--- config.mk ---
export PLATFORM = sky130hd
export DESIGN_NAME = atm_top
export DESIGN_NICKNAME = d
export VERILOG_FILES = /design/src/logic/atm_pkg.sv /design/src/logic/atm_aux_sel.sv /design/src/logic/atm_top.sv
export SDC_FILE = /design/constraint.sdc
export NUM_CORES = 1
export LEC_CHECK = 0
export BUFFER_PORTS_ARGS = -buffer_cell sky130_fd_sc_hd__buf_2
export CELL_PAD_IN_SITES_DETAIL_PLACEMENT = 1
export CELL_PAD_IN_SITES_GLOBAL_PLACEMENT = 1
export CORE_ASPECT_RATIO = 0.8
export CORE_UTILIZATION = 42
export DETAILED_ROUTE_END_ITERATION = 10
export PLACE_DENSITY = 0.95
export SLEW_MARGIN = 20
export SYNTH_ARGS = -nofsm -noshare
export SYNTH_HDL_FRONTEND = slang
export SYNTH_SLANG_ARGS = --single-unit
--- constraint.sdc ---
create_clock -name ref_clk_i -period 4.75 [get_ports ref_clk_i]
set_input_delay 0.2375 -clock ref_clk_i [delete_from_list [all_inputs] [get_ports ref_clk_i]]
set_output_delay 0.2375 -clock ref_clk_i [all_outputs]
set_load 0.05 [all_outputs]
--- src/logic/atm_pkg.sv ---
// Functional notes
// codes 1 to 7 put the test register value, correlator one, correlator two, minimum level, in-phase sample, quadrature sample or both samples on the output's DAC.
// code 0 tristates the output; codes 8 to 15 give production test, secure-module clock, high, low, transmitter active, receiver active, subcarrier detected and the test-bus bit.
// two independent selectors, one per test output pin, each pin following only its own.
// with pseudo-random mode on, a 9-stage or 15-stage sequence is generated as configured.
// the pattern is emitted only after the send command; until then nothing goes out.
// preamble, sync byte, start bit and parity bits are inserted by the device per the selected mode.
// the host sets every transmit setting before entering pseudo-random mode.
// the test-bus select field picks the group of internal signals seen on the test bus.
// generators use x^9+x^5+1 and x^15+x^14+1, seeded nonzero on entry to test mode.
package atm_pkg;
  localparam logic [3:0] SEL_TRISTATE = 4'h0;
  localparam logic [3:0] SEL_DAC_REG = 4'h1;
  localparam logic [3:0] SEL_CORR_ONE = 4'h2;
  localparam logic [3:0] SEL_CORR_TWO = 4'h3;
  localparam logic [3:0] SEL_MIN_LEVEL = 4'h4;
  localparam logic [3:0] SEL_ADC_I = 4'h5;
  localparam logic [3:0] SEL_ADC_Q = 4'h6;
  localparam logic [3:0] SEL_ADC_IQ = 4'h7;
  localparam logic [3:0] SEL_PROD_TEST = 4'h8;
  localparam logic [3:0] SEL_SM_CLK = 4'h9;
  localparam logic [3:0] SEL_HIGH = 4'hA;
  localparam logic [3:0] SEL_LOW = 4'hB;
  localparam logic [3:0] SEL_TX_ACTIVE = 4'hC;
  localparam logic [3:0] SEL_RX_ACTIVE = 4'hD;
  localparam logic [3:0] SEL_SUBCARRIER = 4'hE;
  localparam logic [3:0] SEL_TEST_BUS = 4'hF;
  localparam int DAC_W = 6;
  localparam int TBUS_W = 7;
  localparam logic [14:0] PRBS_SEED = 15'h7FFF;
  localparam int PRBS9_TAP_A = 8;
  localparam int PRBS9_TAP_B = 4;
  localparam int PRBS15_TAP_A = 14;
  localparam int PRBS15_TAP_B = 13;
  localparam logic [7:0] SYNC_A = 8'hB2;
  localparam logic [7:0] SYNC_B = 8'h4D;
  localparam logic [3:0] PRE_BYTES_FRAMED = 4'h6;
  localparam logic [2:0] LAST_BIT = 3'h7;
  // analog-side sources offered to the DACs
  typedef struct packed {
    logic [DAC_W-1:0] dac_test_value;
    logic [DAC_W-1:0] correlator_signal_one;
    logic [DAC_W-1:0] correlator_signal_two;
    logic [DAC_W-1:0] minimum_level_signal;
    logic [DAC_W-1:0] adc_i;
    logic [DAC_W-1:0] adc_q;
  } atm_analog_t;
  // digital status sources
  typedef struct packed {
    logic prod_test;
    logic secure_module_clk;
    logic transmitter_active;
    logic receiver_active;
    logic subcarrier_detected;
  } atm_digital_t;
  // framing modes of the transmitter
  typedef enum logic [1:0] {
    MODE_RAW,
    MODE_PARITY,
    MODE_SYNC
  } atm_mode_t;
  // one output pin with its DAC
  typedef struct packed {
    logic pin;
    logic oe_n;
    logic dac_en;
    logic [DAC_W-1:0] dac;
  } atm_aux_t;
endpackage

--- src/logic/atm_aux_sel.sv ---
`timescale 1ns/100ps
module atm_aux_sel import atm_pkg::*; (
  input wire logic ref_clk_i,
  input wire logic sys_rst_i,
  input wire logic [3:0] sel_i,
  input wire atm_analog_t ana_i,
  input wire atm_digital_t dig_i,
  input wire logic test_bus_bit_i,
  output atm_aux_t aux_o
);
  atm_aux_t aux_d;
  logic [DAC_W:0] iq_sum;

  // combined samples averaged to keep DAC range
  assign iq_sum = {1'b0, ana_i.adc_i} + {1'b0, ana_i.adc_q};

  // decode the selector
  always_comb begin
    aux_d = '{pin: 1'b0, oe_n: 1'b0, dac_en: 1'b0, dac: '0};
    unique case (sel_i)
      SEL_TRISTATE: aux_d.oe_n = 1'b1;
      SEL_DAC_REG: aux_d.dac = ana_i.dac_test_value;
      SEL_CORR_ONE: aux_d.dac = ana_i.correlator_signal_one;
      SEL_CORR_TWO: aux_d.dac = ana_i.correlator_signal_two;
      SEL_MIN_LEVEL: aux_d.dac = ana_i.minimum_level_signal;
      SEL_ADC_I: aux_d.dac = ana_i.adc_i;
      SEL_ADC_Q: aux_d.dac = ana_i.adc_q;
      SEL_ADC_IQ: aux_d.dac = iq_sum[DAC_W:1];
      SEL_PROD_TEST: aux_d.pin = dig_i.prod_test;
      SEL_SM_CLK: aux_d.pin = dig_i.secure_module_clk;
      SEL_HIGH: aux_d.pin = 1'b1;
      SEL_LOW: aux_d.pin = 1'b0;
      SEL_TX_ACTIVE: aux_d.pin = dig_i.transmitter_active;
      SEL_RX_ACTIVE: aux_d.pin = dig_i.receiver_active;
      SEL_SUBCARRIER: aux_d.pin = dig_i.subcarrier_detected;
      SEL_TEST_BUS: aux_d.pin = test_bus_bit_i;
    endcase
    if (sel_i != SEL_TRISTATE && sel_i <= SEL_ADC_IQ) begin
      aux_d.dac_en = 1'b1;
      aux_d.oe_n = 1'b1;
    end
  end

  // registered output
  always_ff @(posedge ref_clk_i or posedge sys_rst_i) begin
    if (sys_rst_i) begin
      aux_o <= '{pin: 1'b0, oe_n: 1'b1, dac_en: 1'b0, dac: '0};
    end else begin
      aux_o <= aux_d;
    end
  end
endmodule

--- src/logic/atm_top.sv ---
`timescale 1ns/100ps
module atm_top import atm_pkg::*; (
  input wire logic ref_clk_i,
  input wire logic sys_rst_i,
  input wire logic [3:0] first_output_source_select_i,
  input wire logic [3:0] second_output_source_select_i,
  input wire atm_analog_t analog_i,
  input wire atm_digital_t digital_raw_i,
  input wire logic [2:0] test_bus_select_i,
  input wire logic [TBUS_W-1:0] test_bus_group0_i,
  input wire logic [TBUS_W-1:0] test_bus_group1_i,
  input wire logic [TBUS_W-1:0] test_bus_group2_i,
  input wire logic [TBUS_W-1:0] test_bus_group3_i,
  input wire logic prbs_enable_i,
  input wire logic prbs_long_i,
  input wire atm_mode_t tx_mode_i,
  input wire logic send_cmd_i,
  output atm_aux_t test_output_pin_one_o,
  output atm_aux_t test_output_pin_two_o,
  output logic [TBUS_W-1:0] test_bus_o,
  output logic tx_data_o,
  output logic tx_valid_o
);
  //////////////////////////////////////////////////////////////////////////
  // synchronisers for asynchronous digital sources
  atm_digital_t dig_s1_q;
  atm_digital_t dig_s2_q;
  logic send_s1_q;
  logic send_s2_q;

  // two flops before use
  always_ff @(posedge ref_clk_i or posedge sys_rst_i) begin
    if (sys_rst_i) begin
      dig_s1_q <= '0;
      dig_s2_q <= '0;
      send_s1_q <= 1'b0;
      send_s2_q <= 1'b0;
    end else begin
      dig_s1_q <= digital_raw_i;
      dig_s2_q <= dig_s1_q;
      send_s1_q <= send_cmd_i;
      send_s2_q <= send_s1_q;
    end
  end

  //////////////////////////////////////////////////////////////////////////
  // test bus group select
  logic [TBUS_W-1:0] test_bus_d;
  logic [TBUS_W-1:0] test_bus_q;

  // choose the signal group on the bus
  always_comb begin
    unique case (test_bus_select_i[1:0])
      2'h0: test_bus_d = test_bus_group0_i;
      2'h1: test_bus_d = test_bus_group1_i;
      2'h2: test_bus_d = test_bus_group2_i;
      2'h3: test_bus_d = test_bus_group3_i;
    endcase
    if (test_bus_select_i[2]) begin
      test_bus_d = '0; // unused groups read zero
    end
  end

  // register the bus
  always_ff @(posedge ref_clk_i or posedge sys_rst_i) begin
    if (sys_rst_i) begin
      test_bus_q <= '0;
    end else begin
      test_bus_q <= test_bus_d;
    end
  end
  assign test_bus_o = test_bus_q;

  //////////////////////////////////////////////////////////////////////////
  // two independent output selectors
  atm_aux_sel u_aux_one (
    .ref_clk_i(ref_clk_i),
    .sys_rst_i(sys_rst_i),
    .sel_i(first_output_source_select_i),
    .ana_i(analog_i),
    .dig_i(dig_s2_q),
    .test_bus_bit_i(test_bus_q[0]),
    .aux_o(test_output_pin_one_o)
  );

  atm_aux_sel u_aux_two (
    .ref_clk_i(ref_clk_i),
    .sys_rst_i(sys_rst_i),
    .sel_i(second_output_source_select_i),
    .ana_i(analog_i),
    .dig_i(dig_s2_q),
    .test_bus_bit_i(test_bus_q[0]),
    .aux_o(test_output_pin_two_o)
  );

  //////////////////////////////////////////////////////////////////////////
  // pseudo-random generator
  typedef enum logic [2:0] {
    ST_IDLE,
    ST_PREAMBLE,
    ST_SYNC,
    ST_START,
    ST_DATA,
    ST_PARITY
  } atm_state_t;

  atm_state_t state_q;
  logic [14:0] lfsr_q;
  logic en_q;
  logic long_q;
  atm_mode_t mode_q;
  logic [3:0] byte_cnt_q;
  logic [2:0] bit_cnt_q;
  logic par_q;
  logic prbs_bit;
  logic fb;
  logic tx_data_q;
  logic tx_valid_q;

  // feedback taps of the two polynomials
  assign fb = long_q ? (lfsr_q[PRBS15_TAP_A] ^ lfsr_q[PRBS15_TAP_B])
                     : (lfsr_q[PRBS9_TAP_A] ^ lfsr_q[PRBS9_TAP_B]);
  assign prbs_bit = long_q ? lfsr_q[PRBS15_TAP_A] : lfsr_q[PRBS9_TAP_A];

  // enable edge and settings captured on entry
  always_ff @(posedge ref_clk_i or posedge sys_rst_i) begin
    if (sys_rst_i) begin
      en_q <= 1'b0;
      long_q <= 1'b0;
      mode_q <= MODE_RAW;
    end else begin
      en_q <= prbs_enable_i;
      if (prbs_enable_i && !en_q) begin
        long_q <= prbs_long_i;
        mode_q <= tx_mode_i;
      end
    end
  end

  // lfsr steps only while data bits go out
  always_ff @(posedge ref_clk_i or posedge sys_rst_i) begin
    if (sys_rst_i) begin
      lfsr_q <= PRBS_SEED;
    end else if (prbs_enable_i && !en_q) begin
      lfsr_q <= PRBS_SEED;
    end else if (state_q == ST_DATA) begin
      lfsr_q <= {lfsr_q[13:0], fb};
    end
  end

  // framing sequencer
  always_ff @(posedge ref_clk_i or posedge sys_rst_i) begin
    if (sys_rst_i) begin
      state_q <= ST_IDLE;
      byte_cnt_q <= '0;
      bit_cnt_q <= '0;
      par_q <= 1'b0;
    end else if (!en_q || !send_s2_q) begin
      state_q <= ST_IDLE;
      byte_cnt_q <= '0;
      bit_cnt_q <= '0;
      par_q <= 1'b0;
    end else begin
      unique case (state_q)
        ST_IDLE: begin
          bit_cnt_q <= '0;
          byte_cnt_q <= '0;
          unique case (mode_q)
            MODE_SYNC: state_q <= ST_PREAMBLE;
            MODE_PARITY: state_q <= ST_START;
            default: state_q <= ST_DATA;
          endcase
        end
        ST_PREAMBLE: begin
          bit_cnt_q <= bit_cnt_q + 3'h1;
          if (bit_cnt_q == LAST_BIT) begin
            byte_cnt_q <= byte_cnt_q + 4'h1;
            if (byte_cnt_q == PRE_BYTES_FRAMED - 4'h1) begin
              byte_cnt_q <= '0;
              state_q <= ST_SYNC;
            end
          end
        end
        ST_SYNC: begin
          bit_cnt_q <= bit_cnt_q + 3'h1;
          if (bit_cnt_q == LAST_BIT) begin
            byte_cnt_q <= byte_cnt_q + 4'h1;
            if (byte_cnt_q == 4'h1) begin
              state_q <= ST_DATA;
            end
          end
        end
        ST_START: begin
          par_q <= 1'b1;
          bit_cnt_q <= '0;
          state_q <= ST_DATA;
        end
        ST_DATA: begin
          bit_cnt_q <= bit_cnt_q + 3'h1;
          par_q <= par_q ^ prbs_bit;
          if (bit_cnt_q == LAST_BIT && mode_q == MODE_PARITY) begin
            state_q <= ST_PARITY;
          end
        end
        ST_PARITY: begin
          state_q <= ST_START;
        end
        default: state_q <= ST_IDLE;
      endcase
    end
  end

  // serial output bit per state
  always_ff @(posedge ref_clk_i or posedge sys_rst_i) begin
    if (sys_rst_i) begin
      tx_data_q <= 1'b0;
      tx_valid_q <= 1'b0;
    end else begin
      tx_valid_q <= (state_q != ST_IDLE);
      unique case (state_q)
        ST_PREAMBLE: tx_data_q <= 1'b0;
        ST_SYNC: tx_data_q <= byte_cnt_q[0] ? SYNC_B[LAST_BIT - bit_cnt_q]
                                            : SYNC_A[LAST_BIT - bit_cnt_q];
        ST_START: tx_data_q <= 1'b0;
        ST_DATA: tx_data_q <= prbs_bit;
        ST_PARITY: tx_data_q <= par_q;
        default: tx_data_q <= 1'b0;
      endcase
    end
  end
  assign tx_data_o = tx_data_q;
  assign tx_valid_o = tx_valid_q;
endmodule

Word-level counts from Yosys, hierarchy flattened
Memory sizes are Yosys's and may differ from the RTL's.
Index checks and enable logic that the tools add are counted.

storage, ports and cells
  register bits = 69
  ROM bits = 16
  output and inout port bits = 27
  word-level logic and storage cells = 146
  memories = 2

cells by class
  $add $sub $neg = 4
  magnitude comparators = 3
  equal/unequal tests = 46
  mux-type cells = 35
  bitwise operators = 3
  reduce and logical (&&, ||, !) cells = 22

memories
  memory            depth  width  rd ports  clocked after memory_dff  wr ports  RTL line        source
  (name not given)  8      1      1         0                         0         atm_top.sv:223  : SYNC_A[LAST_BIT - bit_cnt_q];
  (name not given)  8      1      1         0                         0         atm_top.sv:222  ST_SYNC: tx_data_q <= byte_cnt_q[0] ? SYNC_B[LAST_BIT - bit_cnt_q]

operators with widths
  operator                                                         count
  case mux 6 bit (7 select lines)                                  2
  equality test 4 bit (second input constant)                      14
  equality test 4 x 3 -> 1 bit (second input constant)             9
  two-way mux 15 bit                                               2
  case mux 7 bit (4 select lines)                                  1
  two-way mux 3 bit                                                7
  case mux 3 bit (6 select lines)                                  1
  equality test 4 x 2 -> 1 bit (second input constant)             4
  two-way mux 4 bit                                                4
  case mux 1 bit (7 select lines)                                  2
  equality test 4 x 1 -> 1 bit (second input constant)             3
  inequality test 3 bit (second input constant)                    4
  case mux 3 bit (2 select lines)                                  2
  case mux 4 bit (3 select lines)                                  1
  nonzero test 4 bit                                               3
  equality test 3 bit (second input constant)                      3
  nonzero test 3 bit                                               3
  less-or-equal comparator 4 x 3 -> 1 bit (second input constant)  2
  logical NOT 4 bit                                                2
  two-way mux 1 bit                                                8
  adder 6 x 6 -> 7 bit                                             1
  two-way mux 7 bit                                                1
  equality test 2 bit (second input constant)                      3
  equality test 3 x 2 -> 1 bit (second input constant)             2
  21 further kinds                                                 29

Logic depth before layout (Yosys ltp)
Gate-level depths: netlist of run 1.

  word-level depth = 5
  gate-level depth with buffers = 8
  mapped depth without buffers = 7

By module
A second synthesis of run 1 with hierarchy kept.

unflattened totals
  cells, all modules = 424
  area total of the unflattened synthesis = 4279.1 um2

modules (own cells, without submodules)
  module                    times used  cells an instance  area an instance (um2)  seq. area each (um2)
  atm_top                   1           222                2423.6                  1295.0
  atm_aux_sel at u_aux_one  1           107                937.1                   226.5
  atm_aux_sel at u_aux_two  1           95                 918.4                   226.5

Worst setup path before layout of run 1
OpenSTA, ideal clock, no wires.

  path kind = input-to-reg
  start point = input port analog_i[1] (netlist bit)
  end point = register u_aux_one.aux_o[2] (netlist bit)
  setup time = 94 ps
  arrival time = 1674 ps
  data required time = 4656 ps
  slack = 2982 ps
  stages on the path = 6
  path buffers = 0
  path through = ha_1 a31o_2 a21oi_1 xor2_1 mux4_2 a211oi_1

RTL lines
  item                  RTL line           source
  from (decl)           atm_top.sv:7       input wire atm_analog_t analog_i,
  to (signal assigned)  atm_aux_sel.sv:47  aux_o <= '{pin: 1'b0, oe_n: 1'b1, dac_en: 1'b0, dac: '0};
  to (signal assigned)  atm_aux_sel.sv:49  aux_o <= aux_d;
  to (decl)             atm_aux_sel.sv:9   output atm_aux_t aux_o

Worst setup path after layout of run 1
  start point = register state_q[0]
  end point = register state_q[0]

between the ends
  word-level cells in the longest chain between the ends = 3

RTL lines
  item                                                                       RTL line        source
  from (decl)                                                                atm_top.sv:107  atm_state_t state_q;
  from (signal assigned)                                                     atm_top.sv:154  state_q <= ST_IDLE;
  from (signal assigned)                                                     atm_top.sv:159  state_q <= ST_IDLE;
  from (signal assigned)                                                     atm_top.sv:169  MODE_SYNC: state_q <= ST_PREAMBLE;
  equality test 3 x 2 -> 1 bit, or another cell as far along                 atm_top.sv:164  unique case (state_q)
  inequality test 3 bit (no line), or another cell as far along              -
  AND reduction 5 bit (no line) / two-way mux 3 bit (equally long branches)  -

Several ways; a longest one is shown, not always the timed one.
A chain may end at the register's enable or synchronous reset.

==> metrics.md, run 1 <==
| Metric | Value |
|---|---|
| Post-Syn Area per Cell | `9.86 um^2` |
| IO Port Bufs | `113` |
| Dpl hpwl | `8210 um` |
| Worst path most repeated cell | `a21oi_1` |
| Post-CTS sizing | `0` |
| Synth unique cells | `55` |
| Final setup violation count | `0` |
| Diodes inserted | `0` |
| Max VDD drop | `0.228 mV` |
| Nets | `601` |
| Clock Path Buffers | `2` |
| Syn_nets | `499` |
| Vert. Die Dim | `88.5 um` |
| Non-Filler Instances | `620` |
| Synth async-reset ratio | `1.00` |
| Commonest cells after routing, fill and taps aside | `buf_2 (113), nand2_1 (54), dfrtp_1 (52), nor2_1 (34), nand3_1 (22)` |
| Crit-path slowest cell | `dfrtp_1` |
| Root buffer cell | `clkbuf_16` |
| Synthesized flop and latch total | `69` |
| GPL Wtd Cong | `0.884` |
| Antenna violations before repair | `0` |
| Max Fclk | `474 MHz` |
| Die X | `110 um` |
| Die area | `9740 um^2` |
| Grt ovf | `0` |
| Power per standard cell area | `377 nW/um^2` |
| Area Growth Syn to Fin | `24.1%` |
| Largest net degree at the start of global routing | `70` |
| Num CTS Buffers | `9` |
| Arrival time at the worst endpoint | `2360 ps` |
| Top_reg_cell synth | `dfrtp_1` |
| Setup skew after layout | `6.24 ps` |
| Worst skew pair latency | `330 ps` |
| Slew HR | `0.409` |
| Core region area | `9080 um^2` |
| Crit path cell chain | `nor2_1 > nand2_1 > a21oi_1 > or4_1 > a21oi_1` |
| Crit path kind | `reg2reg` |
| Crit Reg-Reg Startpoint | `state_q[0]` |
| H-tree depth | `3` |
| Vias in the first global route | `3825` |
| Cells after DPL | `599` |
| CP Buf/Inv Count | `0` |
| WL final | `11500 um` |
| Worst path required time | `5000 ps` |
| Most common cell after layout, fill and taps aside | `buf_2` |
| Setup repair after global routing missed its margin | `false` |
| Setup TNS | `0 ps` |
| Max Cap Viol | `0` |
| # IOs | `114` |
| DRC errors left | `0` |
| FP Rows | `31` |
| Clk pin slew, worst setup/hold paths | `60 ps` |
| Via density | `5.70` |
| Final period util | `0.444` |
| Post-CTS setup buffers | `0` |
| Starting density of the core | `0.432` |
| Worst min-delay path class | `in2reg` |
| CTS tree | `built` |
| Global-route wire length before repair | `18300 um` |
| Critical Path Start Type | `flop` |
| Mapped Cells | `398` |
| Drt pass-1 iters | `4` |
| Worst-Margin Slew | `886 ps` |
| Crit end category | `flop` |
| Leakage power | `2.32 nW` |
| 1st-iter DRT viols | `232` |
| Total track usage | `0.254` |
| Worst Setup SP | `state_q[0]` |
| Maximum fanout along the worst path | `17` |
| Min cycle time layout | `2110 ps` |
| CTS Hold Buffers Added | `5` |
| EDFF count, synth | `0` |
| Max Slew Vio Count | `0` |
| Wire per inst | `18.5 um` |
| Status | `complete, no violations` |
| Antenna-violating nets left | `0` |
| Num Clock Sinks | `69` |
| Fin. Hold Viols | `0` |
| Hold path start | `digital_raw_i[2]` |
| Syn. warnings | `0` |
| Synthesized cell area | `3930 um^2` |
| Slowest stage delay, CP | `650 ps` |
| Via count | `3533` |
| Layout cell share with drive strength beyond 1 | `0.352` |
| Top delay family on crit path | `simple AND/OR/NAND/NOR gates` |
| Sequential share of the synthesized area | `0.445` |
## kinds of logic after synthesis
| group | after synthesis | share of synthesized area |
|---|---|---|
| mux | 36 | 0.128 |
| xor+xnor | 9 | 0.0201 |
| fa+ha+maj | 14 | 0.0465 |
| flops | 69 | 0.445 |
| compound gates | 78 | 0.135 |
| buf+inv | 45 | 0.0475 |
| simple gates | 147 | 0.177 |
## report_power, final
group	total [mW]	internal, mW	switching [mW]
logic	0.421	0.161	0.260
registers	0.734	0.684	0.0504
clock network	0.680	0.411	0.269
total	1.84	1.26	0.579
## state kept, by name, indices dropped and copies added, names as in the netlist
| signal | flops |
|---|---|
| u_aux_two.aux_o | 9 |
| lfsr_q | 15 |
| test_bus_o | 7 |
| dig_s2_q | 5 |
| u_aux_one.aux_o | 9 |
| par_q | 1 |
| tx_data_o | 1 |
| send_s2_q | 1 |
| dig_s1_q | 5 |
| en_q | 1 |
| mode_q | 2 |
| state_q | 3 |
| long_q | 1 |
| tx_valid_o | 1 |
| send_s1_q | 1 |
| bit_cnt_q | 3 |
| byte_cnt_q | 4 |
## worst reg2reg max path: stages, from the launching register on
cell	delay [ps]
dfrtp_1	650
nor2_1	190
nand2_1	470
a21oi_1	80
or4_1	510
a21oi_1	140
## synth_stat cells (2+ instances only)
master     instances  area (um^2)
a211oi_1           3         22.5
a21oi_1           21          105
a221o_1            4         40.0
a221oi_1           6         52.6
a311oi_1           2         17.5
a31oi_1            4         25.0
buf_1              2         7.51
buf_2              8         40.0
buf_4              2         15.0
clkbuf_1          16         60.1
dfrtp_1           52         1300
dfstp_2           17          447
ha_1              13          163
inv_1             17         63.8
mux2_2            15          169
mux2i_1           11          110
mux4_2            10          225
nand2_1           54          203
nand2b_1           3         18.8
nand3_1           22          110
nand3b_1           4         30.0
nand4_1            2         12.5
nor2_1            34          128
nor2b_1           15         93.8
nor3_1             4         20.0
o211ai_1           4         30.0
o21a_1             2         15.0
o21ai_0           14         70.1
o21bai_1           2         15.0
o2bb2ai_1          3         26.3
xnor2_1            4         35.0
xor2_1             5         43.8
## layout make-up
class	instances	area [um^2]
Tap cell	115	144
Timing Repair Buffer	119	623
Sequential cell	69	1750
Inverter	17	63.8
Fill cell	1054	4210
Multi-Input combinational cell	284	1990
Clock buffer	10	229
Clock inverter	6	71.3
## metrics by stage
step / total power, mW / util / instance area (um^2) / hold WS (ps) / worst slack, ps
3_5_place_dp: 1.15 / 0.498 / 4520 / 339 / 2660
3_3_place_gp: 1.13 / 0.498 / 4520 / 334 / 2760
2_1_floorplan: 1.03 / - / 3930 / 269 / 2800
5_1_grt: 1.92 / 0.537 / 4870 / 6.41 / 2450
6_report: 1.84 / 0.537 / 4870 / 15.2 / 2640
4_1_cts: 1.85 / 0.537 / 4870 / 4.70 / 2650
## layer usage
layer	vias up	routed length, um	track usage
li1	1615	-	-
met1	1754	4520	0.289
met2	140	5890	0.460
met3	24	803	0.0641
met4	0	247	0.102
met5	-	0	0
## path summary, 6_finish.rpt
| check | slack (ps) | endpoint | cells past startpoint |
|---|---|---|---|
| worst max-delay path | 2640 | state_q[0] | 5 |
| max in group asynchronous | 4000 | u_aux_one.aux_o[0] | 3 |
| worst max register to register | 2640 | state_q[0] | 5 |
| min in group asynchronous | 170 | bit_cnt_q[0] | 3 |
| worst min-delay path | 20 | dig_s1_q[2] | 1 |
| worst min register to register | 350 | dig_s2_q[0] | 0 |
No activity file was read; power rests on OpenSTA's default activity.
==> run 2: changes to the inputs <==
Settings changed: CORE_UTILIZATION 42 to 39, PLACE_DENSITY 0.95 to 0.9.
Clock period 4.75 ns to 2.05 ns, I/O delays scaled along.
==> metrics.md, run 2 (synthesized netlist as in run 1, its figures left out) <==
| Metric | Value |
|---|---|
| Clk pin slew, worst setup/hold paths | `60 ps (about the same)` |
| Hold path start | `test_bus_select_i[2] (was digital_raw_i[2])` |
| Worst R2R Setup Slack | `140 ps (was 2640 ps)` |
| Post-CTS setup buffers | `0 (unchanged)` |
| Total track usage | `0.237 (was 0.254)` |
| Max Cap Viol | `0 (unchanged)` |
| Crit end category | `flop (unchanged)` |
| Dpl hpwl | `8660 um (was 8210 um)` |
| Arrival time at the worst endpoint | `2180 ps (was 2360 ps)` |
| Max reg flops | `15 (unchanged)` |
| H-tree depth | `3 (unchanged)` |
| Setup skew after layout | `10.9 ps (was 6.24 ps)` |
| CTS tree | `built (unchanged)` |
| Crit path kind | `reg2reg (unchanged)` |
| Power per standard cell area | `855 nW/um^2 (was 377 nW/um^2)` |
| Post-Place Worst Slack | `85.8 ps (was 2660 ps)` |
| DRC errors left | `0 (unchanged)` |
| Max VDD drop | `0.408 mV (was 0.228 mV)` |
| Biggest registers after layout | `lfsr_q (15), u_aux_one.aux_o (9), u_aux_two.aux_o (9) (unchanged)` |
| Largest register by flop count | `lfsr_q (unchanged)` |
| Via count | `3564 (was 3533)` |
| Vias in the first global route | `3926 (was 3825)` |
| Worst reg2reg endpoint | `state_q[0] (unchanged)` |
| Root buffer cell | `clkbuf_16 (unchanged)` |
| Via density | `5.45 (was 5.70)` |
| Diodes inserted | `0 (unchanged)` |
| Worst hold slack | `15.1 ps (was 15.2 ps)` |
| Layout cell share with drive strength beyond 1 | `0.361 (was 0.352)` |
| Critical Path Start Type | `flop (unchanged)` |
| Min-Delay Endpoint | `test_bus_o[5] (was dig_s1_q[2])` |
| Commonest cells after routing, fill and taps aside | `buf_2 (113), nand2_1 (54), dfrtp_1 (52), nor2_1 (34), nand3_1 (22) (unchanged)` |
| Antenna-violating nets left | `0 (unchanged)` |
| Worst path required time | `2320 ps (was 5000 ps)` |
| Worst-Margin Slew | `514 ps (was 886 ps)` |
| Starting density of the core | `0.403 (was 0.432)` |
| Max Fclk | `523 MHz (was 474 MHz)` |
| Slew HR | `0.657 (was 0.409)` |
| IO Port Bufs | `113 (unchanged)` |
| Status | `complete, no violations (unchanged)` |
| Num CTS Buffers | `9 (unchanged)` |
| Pwr Total | `4.30 mW (was 1.84 mW)` |
| Nets | `614 (was 601)` |
| Num Clock Sinks | `69 (unchanged)` |
| Drt pass-1 iters | `4 (unchanged)` |
| Wire per inst | `17.9 um (was 18.5 um)` |
| Die area | `10500 um^2 (was 9740 um^2)` |
| FF-to-FF path depth | `7 (was 5)` |
| Area Growth Syn to Fin | `28.1% (was 24.1%)` |
| Global-route wire length before repair | `19000 um (was 18300 um)` |
| Max Slew Vio Count | `0 (unchanged)` |
| Setup TNS | `0 ps (unchanged)` |
| Final setup violation count | `0 (unchanged)` |
| Crit Reg-Reg Startpoint | `bit_cnt_q[1] (was state_q[0])` |
| Worst skew pair latency | `340 ps (was 330 ps)` |
| Setup ws final | `136 ps (was 2640 ps)` |
| Most common cell after layout, fill and taps aside | `buf_2 (unchanged)` |
| Fin. Hold Viols | `0 (unchanged)` |
| Clock Path Buffers | `2 (unchanged)` |
| Die X | `114 um (was 110 um)` |
| Final period util | `0.934 (was 0.444)` |
| GPL Wtd Cong | `0.907 (was 0.884)` |
| Setup repair after global routing missed its margin | `false (unchanged)` |
| Hold path depth | `2 (was 1)` |
| Largest net degree at the start of global routing | `70 (unchanged)` |
| Maximum fanout along the worst path | `4 (was 17)` |
| Antenna violations before repair | `0 (unchanged)` |
| WL final | `11700 um (was 11500 um)` |
| FP Rows | `32 (was 31)` |
| Vert. Die Dim | `91.7 um (was 88.5 um)` |
| Worst min-delay path class | `in2reg (unchanged)` |
| Core region area | `9730 um^2 (was 9080 um^2)` |
| # IOs | `114 (unchanged)` |
| Grt ovf | `0 (unchanged)` |
| Min cycle time layout | `1910 ps (was 2110 ps)` |
| Leakage power | `2.39 nW (was 2.32 nW)` |
| 1st-iter DRT viols | `175 (was 232)` |
| Filler Cell Count | `1130 (was 1054)` |
==> run 2: cell types whose count changed in the layout (fill, tap and decap cells not counted) <==
cell,previous run,this run
inv_6,2,3
or4b_4,0,1
dlygate4sd3_1,5,11
clkbuf_1,1,0
or4b_1,1,0
buf_4,1,7
buf_12,0,1
==> run 2: worst max path at each step <==
stage | startpoint | cells past startpoint | slack, ps | endpoint
final | bit_cnt_q[1] | 7 | 140 | state_q[0]
after CTS | byte_cnt_q[0] | 6 | 40 | byte_cnt_q[3]
after global routing | bit_cnt_q[1] | 7 | 0.4 | state_q[0]
after global placement | analog_i[1] | 7 | 180 | u_aux_one.aux_o[2]
after detailed placement | byte_cnt_q[0] | 6 | 90 | byte_cnt_q[3]
after floorplan | sys_rst_i | 1 | 240 | bit_cnt_q[0]
==> run 2: through the flow <==
stage,util,std cells,area (um^2)
after floorplan,-,398,3930
after global placement,0.474,627,4610
after detailed placement,0.474,627,4610
after CTS,0.517,654,5030
after global routing,0.517,654,5030
final,0.517,654,5030
==> run 2: final cells by class <==
class | count | area (um^2) | share of cell area
Clock buffer | 9 | 225 | 0.0448
Clock inverter | 7 | 80.1 | 0.0159
Inverter | 17 | 63.8 | 0.0127
Multi-Input combinational cell | 284 | 1990 | 0.397
Sequential cell | 69 | 1750 | 0.348
Tap cell | 136 | 170 | 0.0338
Timing Repair Buffer | 132 | 748 | 0.149
==> run 2: where the power goes <==
group / internal (mW) / switching [mW] / total [mW]
sequential: 1.58 / 0.106 / 1.69
clock: 0.956 / 0.642 / 1.60
combinational: 0.397 / 0.616 / 1.01
==> run 2: routing by layer <==
layer / vias to the layer above / track usage / routed length (um)
li1: 1642 / - / -
met1: 1755 / 0.275 / 4590
met2: 145 / 0.419 / 6070
met3: 22 / 0.0701 / 854
met4: 0 / 0.0703 / 176
met5: - / 0 / 0
==> run 2: critical path, stage by stage (launching register included) <==
cell,delay [ps]
dfrtp_1,400
ha_1,180
ha_1,220
nand3b_1,140
nor2_1,190
nor3_1,80
or4_1,490
a21oi_1,140
==> run 2: repair_timing <==
item                       4_1_cts  5_1_grt
hold endpoints to repair        62        0
hold buffers                    11        0
setup endpoints to repair        0        2
resized for setup                0        1
